<file path="config.mk">
export PLATFORM = sky130hd
export DESIGN_NAME = extended_memory_address_decoder
export DESIGN_NICKNAME = d
export VERILOG_FILES = /design/src/rtl/xmem_pkg.sv /design/src/rtl/decode_req_if.sv /design/src/rtl/range_classifier.sv /design/src/rtl/extended_memory_address_decoder.sv
export VERILOG_INCLUDE_DIRS = /design/src /design/src/rtl
export SDC_FILE = /design/constraint.sdc
export NUM_CORES = 1
export LEC_CHECK = 0
export ABC_AREA = 1
export BUFFER_PORTS_ARGS = -buffer_cell sky130_fd_sc_hd__clkbuf_2
export CORE_UTILIZATION = 45
export DETAILED_ROUTE_END_ITERATION = 8
export PLACE_DENSITY = 0.65
export SLEW_MARGIN = 40
export SYNTH_ARGS = -nofsm -noshare
export SYNTH_HDL_FRONTEND = slang
export SYNTH_SLANG_ARGS = --single-unit
</file>
<file path="constraint.sdc">
create_clock -name clk_in -period 4.92 [get_ports clk_in]
set_input_delay 0.246 -clock clk_in [delete_from_list [all_inputs] [get_ports clk_in]]
set_output_delay 0.246 -clock clk_in [all_outputs]
set_load 0.1 [all_outputs]
</file>
<file path="src/rtl/xmem_defines.svh">
// Purpose: constants for the extended memory address decoder
// Assumes: 32-bit byte addresses, 32-bit classic Wishbone register port
// Notes: types live in xmem_pkg
`ifndef XMEM_DEFINES_SVH
`define XMEM_DEFINES_SVH

// ***************************************************
// register offsets (byte addresses)
// ***************************************************
`define REG_CTRL 8'h00
`define REG_TOP 8'h04
`define REG_APER_BASE 8'h08
`define REG_APER_MASK 8'h0C
`define REG_MMIO_BASE 8'h10
`define REG_MMIO_MASK 8'h14
`define REG_USABLE 8'h18
`define REG_LAST 8'h1C

// ***************************************************
// control fields and reset values
// ***************************************************
`define CTRL_HOLE_BIT 0
`define CTRL_HIGH_MGMT_SEGMENT_BIT 1
`define CTRL_TOP_MGMT_SEGMENT_BIT 2
`define CTRL_GFX_BIT 3
`define CTRL_SIZE_LO 4
`define CTRL_SIZE_HI 5
`define CTRL_WMASK 32'h0000003F
`define CTRL_RST 32'h00000000
`define TOP_RST 32'h04000000
`define BASE_RST 32'hFFFFFFFF
`define MASK_RST 32'hFFFFFFFF
`define ZERO32 32'h00000000

// ***************************************************
// address map
// ***************************************************
`define ONE_MB 32'h00100000
`define TOP_MAX 32'h20000000
`define MB_MASK 32'hFFF00000
`define HOLE_TAG 12'h00F
`define HIGH_MGMT_SEGMENT_TAG 15'h7F6D
`define HIGH_MGMT_SEGMENT_DRAM_TAG 15'h0005
`define IOAPIC_TAG 12'hFEC
`define LAPIC_TAG 12'hFEE
`define GAP_LO 32'hFED00000
`define GAP_HI 32'hFFDFFFFF
`define BIOS_TAG 11'h7FF

`endif

</file>
<file path="src/rtl/xmem_pkg.sv">
// Purpose: shared types of the extended memory address decoder
// Assumes: nothing
// Notes: destination codes are also the dest select output encoding
package xmem_pkg;
	// destination of one decoded request
	typedef enum logic [1:0] {
		DEST_DRAM,
		DEST_GFX,
		DEST_HUB,
		DEST_ABORT
	} dest_t;
	// who issued the request
	typedef enum logic {
		SRC_CPU,
		SRC_HUB
	} src_t;
endpackage

</file>
<file path="src/rtl/decode_req_if.sv">
// Purpose: carrier between the router and the range classifier
// Assumes: single clock, classifier is purely combinational
// Notes: router drives address and windows, classifier answers hits
`timescale 1ns/10ps
interface decode_req_if;
	logic [31:0] addr; // request address
	logic [31:0] top_eff; // clipped top of main memory
	logic [31:0] top_mgmt_segment_base; // start of top segment
	logic [31:0] aper_base; // graphics aperture base
	logic [31:0] aper_mask; // graphics aperture mask
	logic [31:0] mmio_base; // graphics register base
	logic [31:0] mmio_mask; // graphics register mask
	logic hole_en;
	logic high_mgmt_segment_en;
	logic top_mgmt_segment_en;
	logic gfx_en;
	logic hit_main, hit_hole, hit_high_mgmt_segment, hit_top_mgmt_segment, hit_gfx, hit_apic, hit_gap, hit_bios;
	modport router (
		output addr, top_eff, top_mgmt_segment_base, aper_base, aper_mask, mmio_base, mmio_mask,
		output hole_en, high_mgmt_segment_en, top_mgmt_segment_en, gfx_en,
		input hit_main, hit_hole, hit_high_mgmt_segment, hit_top_mgmt_segment, hit_gfx, hit_apic, hit_gap, hit_bios
	);
	modport classifier (
		input addr, top_eff, top_mgmt_segment_base, aper_base, aper_mask, mmio_base, mmio_mask,
		input hole_en, high_mgmt_segment_en, top_mgmt_segment_en, gfx_en,
		output hit_main, hit_hole, hit_high_mgmt_segment, hit_top_mgmt_segment, hit_gfx, hit_apic, hit_gap, hit_bios
	);
endinterface

</file>
<file path="src/rtl/range_classifier.sv">
// Purpose: compares one address against every extended-area window
// Assumes: windows are stable while a request is classified
// Notes: hits may overlap; the router applies priority
`timescale 1ns/10ps
`include "xmem_defines.svh"
module range_classifier (
	decode_req_if.classifier dif
);
	// ***************************************************
	// window compares
	// ***************************************************
	// main memory from 1 MB up to the clipped top
	assign dif.hit_main = (dif.addr >= `ONE_MB) && (dif.addr < dif.top_eff);
	// fixed isa hole, only when enabled
	assign dif.hit_hole = dif.hole_en && (dif.addr[31:20] == `HOLE_TAG);
	// high segment transaction window
	assign dif.hit_high_mgmt_segment = dif.high_mgmt_segment_en && (dif.addr[31:17] == `HIGH_MGMT_SEGMENT_TAG);
	// top segment is the last slice below the top
	assign dif.hit_top_mgmt_segment = dif.top_mgmt_segment_en && (dif.addr >= dif.top_mgmt_segment_base) &&
		(dif.addr < dif.top_eff);
	// graphics aperture or register window, masked compare
	assign dif.hit_gfx = dif.gfx_en && (((dif.addr & dif.aper_mask) == dif.aper_base) ||
		((dif.addr & dif.mmio_mask) == dif.mmio_base));
	// both apic windows, never remapped
	assign dif.hit_apic = (dif.addr[31:20] == `IOAPIC_TAG) ||
		(dif.addr[31:20] == `LAPIC_TAG);
	// gap from the end of the io apic window up to the boot bios, taking in the local apic window
	assign dif.hit_gap = (dif.addr >= `GAP_LO) && (dif.addr <= `GAP_HI);
	// top 2 MB boot region
	assign dif.hit_bios = (dif.addr[31:21] == `BIOS_TAG);
endmodule

</file>
<file path="src/rtl/extended_memory_address_decoder.sv">
// Purpose: routes requests above 1 MB to DRAM, graphics unit or hub link
// Assumes: requests come from same-clock logic; one result per cycle
// Notes: registers reached over classic Wishbone, one-cycle answer
//
// Local design decisions: the address map and the Wishbone slave port.
`timescale 1ns/10ps
`include "xmem_defines.svh"
module extended_memory_address_decoder (
	input wire logic clk_in,
	input wire logic rst_n_in,
	input wire logic ce_in,
	// classic wishbone slave
	input wire logic wb_cyc_in,
	input wire logic wb_stb_in,
	input wire logic wb_we_in,
	input wire logic [7:0] wb_adr_in,
	input wire logic [3:0] wb_sel_in,
	input wire logic [31:0] wb_dat_in,
	output logic [31:0] wb_dat_out,
	output logic wb_ack_out,
	// request side
	input wire logic req_valid_in,
	input wire logic [31:0] req_addr_in,
	input wire logic req_smm_in,
	input wire logic req_src_in,
	input wire logic req_wb_in,
	input wire logic req_write_in,
	// decision side
	output logic dest_valid_out,
	output logic [1:0] dest_sel_out,
	output logic [31:0] dest_addr_out,
	output logic discard_write_out,
	output logic zero_read_out,
	output logic [3:0] apic_unit_out
);
	// ***************************************************
	// configuration state
	// ***************************************************
	logic [31:0] ctrl_ff; // enables and size select
	logic [31:0] top_ff; // programmed top of main memory
	logic [31:0] aper_base_ff; // graphics aperture base
	logic [31:0] aper_mask_ff; // graphics aperture mask
	logic [31:0] mmio_base_ff; // graphics register base
	logic [31:0] mmio_mask_ff; // graphics register mask
	logic ack_ff; // wishbone answer
	logic [31:0] rdat_ff; // wishbone read data
	logic [31:0] nxt_rdat; // read mux result
	logic wr_stb; // write accepted this cycle
	// decision registers
	logic valid_ff;
	xmem_pkg::dest_t dest_ff;
	xmem_pkg::dest_t nxt_dest;
	logic [31:0] daddr_ff;
	logic [31:0] nxt_daddr;
	logic discard_ff;
	logic zero_ff;
	logic [3:0] unit_ff;
	// derived windows
	logic [31:0] top_eff; // top clipped at its ceiling
	logic [31:0] top_mgmt_segment_size; // top segment size in bytes
	logic [31:0] top_mgmt_segment_base; // first top segment byte
	logic [31:0] usable_top; // memory left for the os
	logic is_cpu; // request from processor bus
	logic smm_ok; // may enter smm memory

	decode_req_if dif ();

	// ***************************************************
	// address windows
	// ***************************************************
	// top never exceeds the ceiling, and is kept to whole MB
	always_comb begin
		if ((top_ff & `MB_MASK) > `TOP_MAX) begin
			top_eff = `TOP_MAX;
		end else begin
			top_eff = top_ff & `MB_MASK;
		end
	end

	// size select doubles from 1 MB, reset picks 1 MB
	assign top_mgmt_segment_size = `ONE_MB << ctrl_ff[`CTRL_SIZE_HI:`CTRL_SIZE_LO];
	// segment placed just under the top; saturate on a tiny top
	assign top_mgmt_segment_base = (top_mgmt_segment_size > top_eff) ? `ZERO32 : (top_eff - top_mgmt_segment_size);
	// os sees memory less the segment when it is enabled
	assign usable_top = ctrl_ff[`CTRL_TOP_MGMT_SEGMENT_BIT] ? top_mgmt_segment_base : top_eff;

	// ***************************************************
	// classifier hookup
	// ***************************************************
	assign dif.addr = req_addr_in;
	assign dif.top_eff = top_eff;
	assign dif.top_mgmt_segment_base = top_mgmt_segment_base;
	assign dif.aper_base = aper_base_ff;
	assign dif.aper_mask = aper_mask_ff;
	assign dif.mmio_base = mmio_base_ff;
	assign dif.mmio_mask = mmio_mask_ff;
	assign dif.hole_en = ctrl_ff[`CTRL_HOLE_BIT];
	assign dif.high_mgmt_segment_en = ctrl_ff[`CTRL_HIGH_MGMT_SEGMENT_BIT];
	assign dif.top_mgmt_segment_en = ctrl_ff[`CTRL_TOP_MGMT_SEGMENT_BIT];
	assign dif.gfx_en = ctrl_ff[`CTRL_GFX_BIT];

	range_classifier u_classifier (
		.dif(dif.classifier)
	);

	// ***************************************************
	// routing decision
	// ***************************************************
	assign is_cpu = (req_src_in == xmem_pkg::SRC_CPU);
	// write-backs keep the cache coherent, so they pass too
	assign smm_ok = is_cpu && (req_smm_in || (req_wb_in && req_write_in));

	// priority: smm windows, hole, main, graphics, then hub
	always_comb begin
		nxt_dest = xmem_pkg::DEST_HUB;
		nxt_daddr = req_addr_in;
		if (dif.hit_high_mgmt_segment) begin
			if (smm_ok) begin
				// only the low 17 bits survive the remap
				nxt_dest = xmem_pkg::DEST_DRAM;
				nxt_daddr = {`HIGH_MGMT_SEGMENT_DRAM_TAG, req_addr_in[16:0]};
			end else begin
				// hub or plain cpu cycle: refused
				nxt_dest = xmem_pkg::DEST_ABORT;
			end
		end else if (dif.hit_top_mgmt_segment) begin
			if (smm_ok) begin
				nxt_dest = xmem_pkg::DEST_DRAM;
			end else begin
				nxt_dest = xmem_pkg::DEST_ABORT;
			end
		end else if (dif.hit_hole) begin
			// dram behind the hole stays unreachable
			nxt_dest = xmem_pkg::DEST_HUB;
		end else if (dif.hit_main) begin
			nxt_dest = xmem_pkg::DEST_DRAM;
		end else if (dif.hit_gfx && (req_addr_in >= top_eff)) begin
			nxt_dest = xmem_pkg::DEST_GFX;
		end else if (dif.hit_apic || dif.hit_gap || dif.hit_bios) begin
			// fixed windows, always the hub link
			nxt_dest = xmem_pkg::DEST_HUB;
		end else begin
			// compatibility area and pci space fall through to the hub
			nxt_dest = xmem_pkg::DEST_HUB;
		end
	end

	// ***************************************************
	// decision registers
	// ***************************************************
	// one result per request, one cycle after it
	always_ff @(posedge clk_in) begin
		if (!rst_n_in) begin
			valid_ff <= 1'b0;
			dest_ff <= xmem_pkg::DEST_HUB;
			daddr_ff <= `ZERO32;
		end else if (ce_in) begin
			valid_ff <= req_valid_in;
			if (req_valid_in) begin
				dest_ff <= nxt_dest;
				daddr_ff <= nxt_daddr;
			end
		end
	end

	// invalid space: writes dropped, reads answered with zero
	always_ff @(posedge clk_in) begin
		if (!rst_n_in) begin
			discard_ff <= 1'b0;
			zero_ff <= 1'b0;
		end else if (ce_in) begin
			discard_ff <= req_valid_in && (nxt_dest == xmem_pkg::DEST_ABORT) &&
				req_write_in;
			zero_ff <= req_valid_in && (nxt_dest == xmem_pkg::DEST_ABORT) &&
				!req_write_in;
		end
	end

	// apic unit number rides on the fourth hex digit
	always_ff @(posedge clk_in) begin
		if (!rst_n_in) begin
			unit_ff <= 4'h0;
		end else if (ce_in && req_valid_in && dif.hit_apic) begin
			unit_ff <= req_addr_in[15:12];
		end
	end

	// ***************************************************
	// wishbone slave
	// ***************************************************
	assign wr_stb = wb_cyc_in && wb_stb_in && wb_we_in && !ack_ff;

	// byte lanes honoured for every writable register
	function automatic logic [31:0] merge(input logic [31:0] old, input logic [31:0] nw,
		input logic [3:0] sel);
		logic [31:0] res;
		res = old;
		for (int i = 0; i < 4; i++) begin
			if (sel[i]) begin
				res[i*8 +: 8] = nw[i*8 +: 8];
			end
		end
		return res;
	endfunction

	// answer one cycle after the strobe, then drop
	always_ff @(posedge clk_in) begin
		if (!rst_n_in) begin
			ack_ff <= 1'b0;
		end else if (ce_in) begin
			ack_ff <= wb_cyc_in && wb_stb_in && !ack_ff;
		end
	end

	// configuration writes; status words are read-only
	always_ff @(posedge clk_in) begin
		if (!rst_n_in) begin
			ctrl_ff <= `CTRL_RST;
			top_ff <= `TOP_RST;
			aper_base_ff <= `BASE_RST;
			aper_mask_ff <= `MASK_RST;
			mmio_base_ff <= `BASE_RST;
			mmio_mask_ff <= `MASK_RST;
		end else if (ce_in && wr_stb) begin
			unique case (wb_adr_in)
				`REG_CTRL: begin
					ctrl_ff <= merge(ctrl_ff, wb_dat_in, wb_sel_in) & `CTRL_WMASK;
				end
				`REG_TOP: begin
					top_ff <= merge(top_ff, wb_dat_in, wb_sel_in);
				end
				`REG_APER_BASE: begin
					aper_base_ff <= merge(aper_base_ff, wb_dat_in, wb_sel_in);
				end
				`REG_APER_MASK: begin
					aper_mask_ff <= merge(aper_mask_ff, wb_dat_in, wb_sel_in);
				end
				`REG_MMIO_BASE: begin
					mmio_base_ff <= merge(mmio_base_ff, wb_dat_in, wb_sel_in);
				end
				`REG_MMIO_MASK: begin
					mmio_mask_ff <= merge(mmio_mask_ff, wb_dat_in, wb_sel_in);
				end
				default: begin
					// unmapped or read-only: write ignored
				end
			endcase
		end
	end

	// read mux; unmapped offsets read zero
	always_comb begin
		unique case (wb_adr_in)
			`REG_CTRL: nxt_rdat = ctrl_ff;
			`REG_TOP: nxt_rdat = top_eff;
			`REG_APER_BASE: nxt_rdat = aper_base_ff;
			`REG_APER_MASK: nxt_rdat = aper_mask_ff;
			`REG_MMIO_BASE: nxt_rdat = mmio_base_ff;
			`REG_MMIO_MASK: nxt_rdat = mmio_mask_ff;
			`REG_USABLE: nxt_rdat = usable_top;
			`REG_LAST: nxt_rdat = {24'h000000, unit_ff, 2'h0, dest_ff};
			default: nxt_rdat = `ZERO32;
		endcase
	end

	// read data held with the answer
	always_ff @(posedge clk_in) begin
		if (!rst_n_in) begin
			rdat_ff <= `ZERO32;
		end else if (ce_in && wb_cyc_in && wb_stb_in && !ack_ff) begin
			rdat_ff <= nxt_rdat;
		end
	end

	// ***************************************************
	// outputs
	// ***************************************************
	assign wb_ack_out = ack_ff;
	assign wb_dat_out = rdat_ff;
	assign dest_valid_out = valid_ff;
	assign dest_sel_out = dest_ff;
	assign dest_addr_out = daddr_ff;
	assign discard_write_out = discard_ff;
	assign zero_read_out = zero_ff;
	assign apic_unit_out = unit_ff;
endmodule

</file>
After elaboration in Yosys (flattened, before gate mapping). Cells that the tools add are included.

$add $sub $neg: 1. $lt $le $gt $ge: 6. Equality and inequality tests: 14. Shift operators: 1. Muxes and demuxes: 12. Bitwise logic cells: 3. Reduce and logical (&&, ||, !) cells: 48.

Operator list (count): $pmux W32 S8 (1); $mux W32 (5); $and A32 B32 Y32 (2); $eq A32 B32 Y1 (2); $ge A32 B32 Y1 (2); $reduce_and A3 Y1 (19); $eq A8 B5 Y1 const B (4); $ge A32 B21 Y1 const B (1); $gt A32 B30 Y1 const B (1); $gt A32 B32 Y1 (1); $lt A32 B32 Y1 (1); $shl A21 B2 Y32 const A (1); $sub A32 B32 Y32 (1); $eq A12 B12 Y1 const B (2); $logic_and A1 B1 Y1 (22); $eq A8 B4 Y1 const B (2); $eq A15 B15 Y1 const B (1); $eq A12 B4 Y1 const B (1); $mux W2 (6); $eq A8 B3 Y1 const B (1); $logic_not A8 Y1 (1); $logic_or A1 B1 Y1 (3); $eq A2 B2 Y1 const B (1); $logic_not A1 Y1 (2); other kinds (2) (2).

Bits in registers: 224. Input port bits: 87. Output and inout port bits: 74. Logic and storage cells: 112.

Longest topological paths before layout.
Depth after elaboration: 13. Mapped depth: 29. Gate-level depth less buffers: 28.

Cells and area by module. From an unflattened synthesis, not the netlist that was laid out.

Cell total of the unflattened synthesis: 1916. Area, all modules: 12848.6 µm².

By module, submodules not included: extended_memory_address_decoder (instances 1, cells each 1380, area an instance 9859.5 µm², seq. area each 4404.2 µm²); range_classifier (instances 1, cells each 536, area an instance 2989.1 µm², seq. area each 0.0 µm²).

Worst setup path after synthesis. Ideal clock, no wire load.

Path type: reg2reg. From: register top_ff[30]. To: register discard_ff, in the netlist discard_write_out. Library setup time: 70 ps. Data arrival time: 3197 ps. Data required time: 4850 ps. Path slack: 1653 ps. Stages on the path, launching flop included: 28. Buffers on the path: 1. Period minus slack after synthesis: 3267 ps. Cells stage by stage: dfxtp_1 nor2_1 inv_1 nor2_4 inv_1 nand2_1 buf_6 nand2_1 inv_1 ha_1 a21o_1 nand2_1 nand3_1 inv_1 nand3_1 nand2_1 nand3_2 ha_1 nand2_1 nor3_1 nand3b_1 nand3_1 nand2_1 nand2_1 nand2_1 nor2_1 nand2_1 a21oi_1.

Longest elaborated chain between the ends: 12. Elaborated cells between the ends (all ways): 20. Those cells by class: 1 x add/sub; 5 x order compare; 1 x eq/ne; 7 x mux; 6 x reduce/logical.

RTL lines: from (decl) (line extended_memory_address_decoder.sv:40) `logic [31:0] top_ff;`; from (signal assigned) (line extended_memory_address_decoder.sv:219) `` top_ff <= `TOP_RST; ``; from (signal assigned) (line extended_memory_address_decoder.sv:230) `top_ff <= merge(top_ff, wb_dat_in, wb_sel_in);`; $gt A32 B30 Y1 (no line); $mux W32 * (line extended_memory_address_decoder.sv:73) `` if ((top_ff & `MB_MASK) > `TOP_MAX) begin ``; $sub A32 B32 Y32 (tied with other cells) (line extended_memory_address_decoder.sv:83) `` assign top_mgmt_segment_base = (top_mgmt_segment_size > top_eff) ? `ZERO32 : (top_eff - top_mgmt_segment_size) ... ``; $mux W32 or $logic_and A1 B1 Y1 (tied branches) (line extended_memory_address_decoder.sv:83, extended_memory_address_decoder.sv:137); $ge A32 B32 Y1 or $mux W2 (tied branches) (line range_classifier.sv:19, extended_memory_address_decoder.sv:137); $logic_and A1 B1 Y1 or $mux W2 (tied branches) (line range_classifier.sv:19, extended_memory_address_decoder.sv:135); $logic_and A1 B1 Y1 or $mux W2 (tied branches) (line range_classifier.sv:19, extended_memory_address_decoder.sv:132); $mux W2 * (line extended_memory_address_decoder.sv:126) `end else if (dif.hit_top_mgmt_segment) begin`; $mux W2 * (line extended_memory_address_decoder.sv:117) `if (dif.hit_high_mgmt_segment) begin`; $eq A2 B2 Y1 * (line extended_memory_address_decoder.sv:172) `discard_ff <= req_valid_in && (nxt_dest == xmem_pkg::DEST_ABORT) &&`; $logic_and A1 B1 Y1 * (2 in a row) (line extended_memory_address_decoder.sv:172); to (signal assigned) (line extended_memory_address_decoder.sv:172); to (decl) (line extended_memory_address_decoder.sv:55) `logic discard_ff;`.

Mark *: on every way between the ends. The rest lies on a longest branch, timed or not. A chain may end at the register's enable or synchronous reset.

Worst setup path in the final report. Ends and elaborated chain as after synthesis.

==> metrics.md <==
| Metric | Value |
|---|---|
| Status | `finished clean` |
| DP Area | `about 12,000 sq um` |
| Fin crit share | `0.821` |
| Final hold vios | `0` |
| Routed WL | `between 30,000 and 40,000 um` |
| Clk root buf | `clkbuf_16` |
| RSZ-0062 raised after global routing | `no` |
| Antenna diode count | `0` |
| Worst path most repeated cell | `nand2_1` |
| # rows | `57` |
| Post-CTS Setup Inserts | `0` |
| Die ar. | `~26,000 sq um` |
| Crit path max fanout | `11` |
| First-pass GRT wire length | `around 58,000 um` |
| Final Max Tran Viols | `0` |
| Max Freq | `247 MHz` |
| Sequential-to-total area share from yosys stat | `0.392` |
| Initial antenna violation count | `1` |
| Layout area overhead | `18.1%` |
| Unique masters post-synth | `45` |
| Via/cell ratio | `between 5 and 6` |
| Initial Util | `0.461` |
| Setup violators final | `0` |
| Tot GR Track Use | `0.287` |
| Clock sink total | `220` |
| EDFF count, synth | `0` |
| I/O pins | `approximately 160` |
| Clock-pin slew on the worst setup and hold paths | `0.06 ns` |
| Area of the multi-input gates | `5910 sq um` |
| DRT Pass-1 Iters | `5` |
| # DRC | `0` |
| Synth Register Bits | `between 200 and 250` |
| Worst path required time | `about 5.4 ns` |
| Die width | `between 150 and 200 um` |
| Post-Layout Cell Count | `~2,100` |
| Synth Warn # | `0` |
| Final Cell Area | `~13,000 sq um` |
| Routed Antenna Nets | `0` |
| PD cells | `roughly 320 nW/um^2` |
| Filler cells | `approximately 2,400` |
| Worst Skew | `0.0119 ns` |
| Hold_buf cts | `15` |
| Largest cells by area after synthesis | `dfxtp_1 (39%), nand2_1 (16%), o211ai_1 (5.9%)` |
| Vias in the first global route | `between 10,000 and 15,000` |
| Synth Instances | `around 1,600` |
| Post-CTS resize count | `0` |
| Worst path slowest cell | `dfxtp_1` |
| Synth top area share | `0.392` |
| Cell Area, Synth | `11,200 sq um` |
| CP max stage delay | `0.31 ns` |
| Drt wl/cell | `between 15 and 20 um` |
| Slew Limit Headroom | `0.464` |
| Crit path DAT | `4.50 ns` |
| CP Launch Type | `register` |
| CTS tree | `built` |
| Synth area leader | `dfxtp_1` |
| Crit path kind | `reg -> reg` |
| Die H | `160 um` |
| Layout cell share with drive strength beyond 1 | `0.141` |
| Vias | `roughly 12,000` |
| Fin crit period | `a little over 4 ns` |
| DPL Wire Length | `roughly 26,000 um` |
| Core Box Area | `24,400 sq um` |
| Worst skew pair latency | `0.53 ns` |
| GPL Wtd Cong | `just under 0.9` |
| Max Root-Sink Buffers | `3` |
| Port Buf Inserts | `between 150 and 200` |
| Measured slew at the worst slew-check pin | `roughly 0.8 ns` |
| CTS Buf Count | `24` |
| Leakage | `~6.3 nW` |
| Largest net degree at the start of global routing | `101` |
| Post-synth top flop | `dfxtp_1` |
| Peak VDD IR | `approximately 200 uV` |
| Crit path capture type | `register` |
| Reg area | `between 4000 and 5000 sq um` |
| Initial DRC Count | `between 1,000 and 1,500` |
| Min-Delay Path Class | `in -> reg` |
| Layout Nets | `1,878` |
| Gr ovfl total | `0` |
| H-tree depth | `1` |
| Max-cap violations | `0` |
| Async set or reset register ratio after synthesis | `0` |
| R2R setup slack | `a little under 0.9 ns` |
| Placed Cells | `around 2,000` |
| Mapped Avg Cell Area | `~7 sq um` |
| TNS Setup | `0 ns` |
## final cells by class
cell class                 count  area share
multi-input combinational   1156       0.446
sequential                   220       0.332
timing repair buffer         183      0.0767
inverter                     177      0.0502
clock buffer                  30      0.0492
tap                          324      0.0306
clock inverter                12      0.0154
## Yosys cell counts (all sizes together), types with 25 or more instances
cell / instances
nand2: 484
dfxtp: 220
inv: 176
nand3: 107
nor2: 104
a21oi: 100
o211ai: 89
o21ai: 89
clkbuf: 41
xor2: 36
o22ai: 31
ha: 29
nand4: 25
## sequential cells by signal (all words and copies together), names as in the netlist, 6 cells and up
register / flops
dest_addr_out: 32
dif.mmio_mask: 32
dif.mmio_base: 32
aper_mask_ff: 32
aper_base_ff: 32
ctrl_ff: 6
wb_dat_out: 32
top_ff: 12
## stage by stage
stage,worst slack (ns),utilization,power (mW),hold slack [ns]
4_1_cts,0.913,0.544,4.21,0.000644
6_report,0.879,0.544,4.20,0.0169
2_1_floorplan,1.65,-,2.11,0.372
3_3_place_gp,1.02,0.502,2.26,0.448
3_5_place_dp,0.939,0.502,2.26,0.456
5_1_grt,0.324,0.544,4.33,0.0203
## report_power, final
group / total, mW / switching [mW] / internal (mW)
registers: 1.81 / 0.0108 / 1.80
clock network: 1.96 / 0.760 / 1.20
logic: 0.425 / 0.329 / 0.0956
## worst paths after layout
kind | end | startpoint | depth (start not counted)
max | discard_write_out$_SDFFE_PN0P_ | top_ff[30]$_SDFFE_PN0P_ | 25
min | aper_mask_ff[15]$_SDFFE_PN1P_ | wb_dat_in[15] | 3
max reg2reg | discard_write_out$_SDFFE_PN0P_ | top_ff[30]$_SDFFE_PN0P_ | 25
min reg2reg | wb_dat_out[10]$_SDFFE_PN0P_ | wb_dat_out[10]$_SDFFE_PN0P_ | 2
## cell families after synthesis
logic type | synth area share
other | 0.000334
AND/OR/NAND/NOR | 0.286
adder cells (fa/ha/maj) | 0.0323
buffers and inverters | 0.0841
AO/OA/AOI/OAI | 0.175
XOR/XNOR | 0.0304
flip-flops | 0.392
## per-layer routing
layer  up-vias  share of wire  GRT usage
li1       5656              -          -
met1      5393           0.47      0.424
met2       458           0.43      0.431
met3        72          0.076     0.0403
met4         0          0.024     0.0827
met5         -              0          0
## layout by cell type, fill, tap and decap left out, types with 5 or more instances in the layout
| cell | count |
|---|---|
| or2_2 | 5 |
| o2111ai_1 | 5 |
| inv_2 | 9 |
| dfxtp_1 | 220 |
| dlygate4sd3_1 | 15 |
| nand3_1 | 106 |
| inv_1 | 166 |
| a21oi_1 | 100 |
| buf_4 | 8 |
| nand4_1 | 24 |
| o22ai_1 | 31 |
| nand2_1 | 480 |
| nor2_2 | 14 |
| o21ai_0 | 85 |
| xor2_1 | 36 |
| clkbuf_16 | 24 |
| nor2_1 | 88 |
| o211ai_1 | 89 |
| nor4_1 | 5 |
| a211oi_1 | 6 |
| nor3_1 | 15 |
| clkbuf_2 | 159 |
| ha_1 | 29 |
| bufinv_16 | 5 |
## worst max-delay path: cells and delay by family (launching register included)
family          cells  cell delay [ns]
flops               1             0.31
fa+ha+maj           2             0.46
buf+inv             4             0.54
compound gates      3             0.57
simple gates       16             2.09
(Power assumes the default switching activity.)
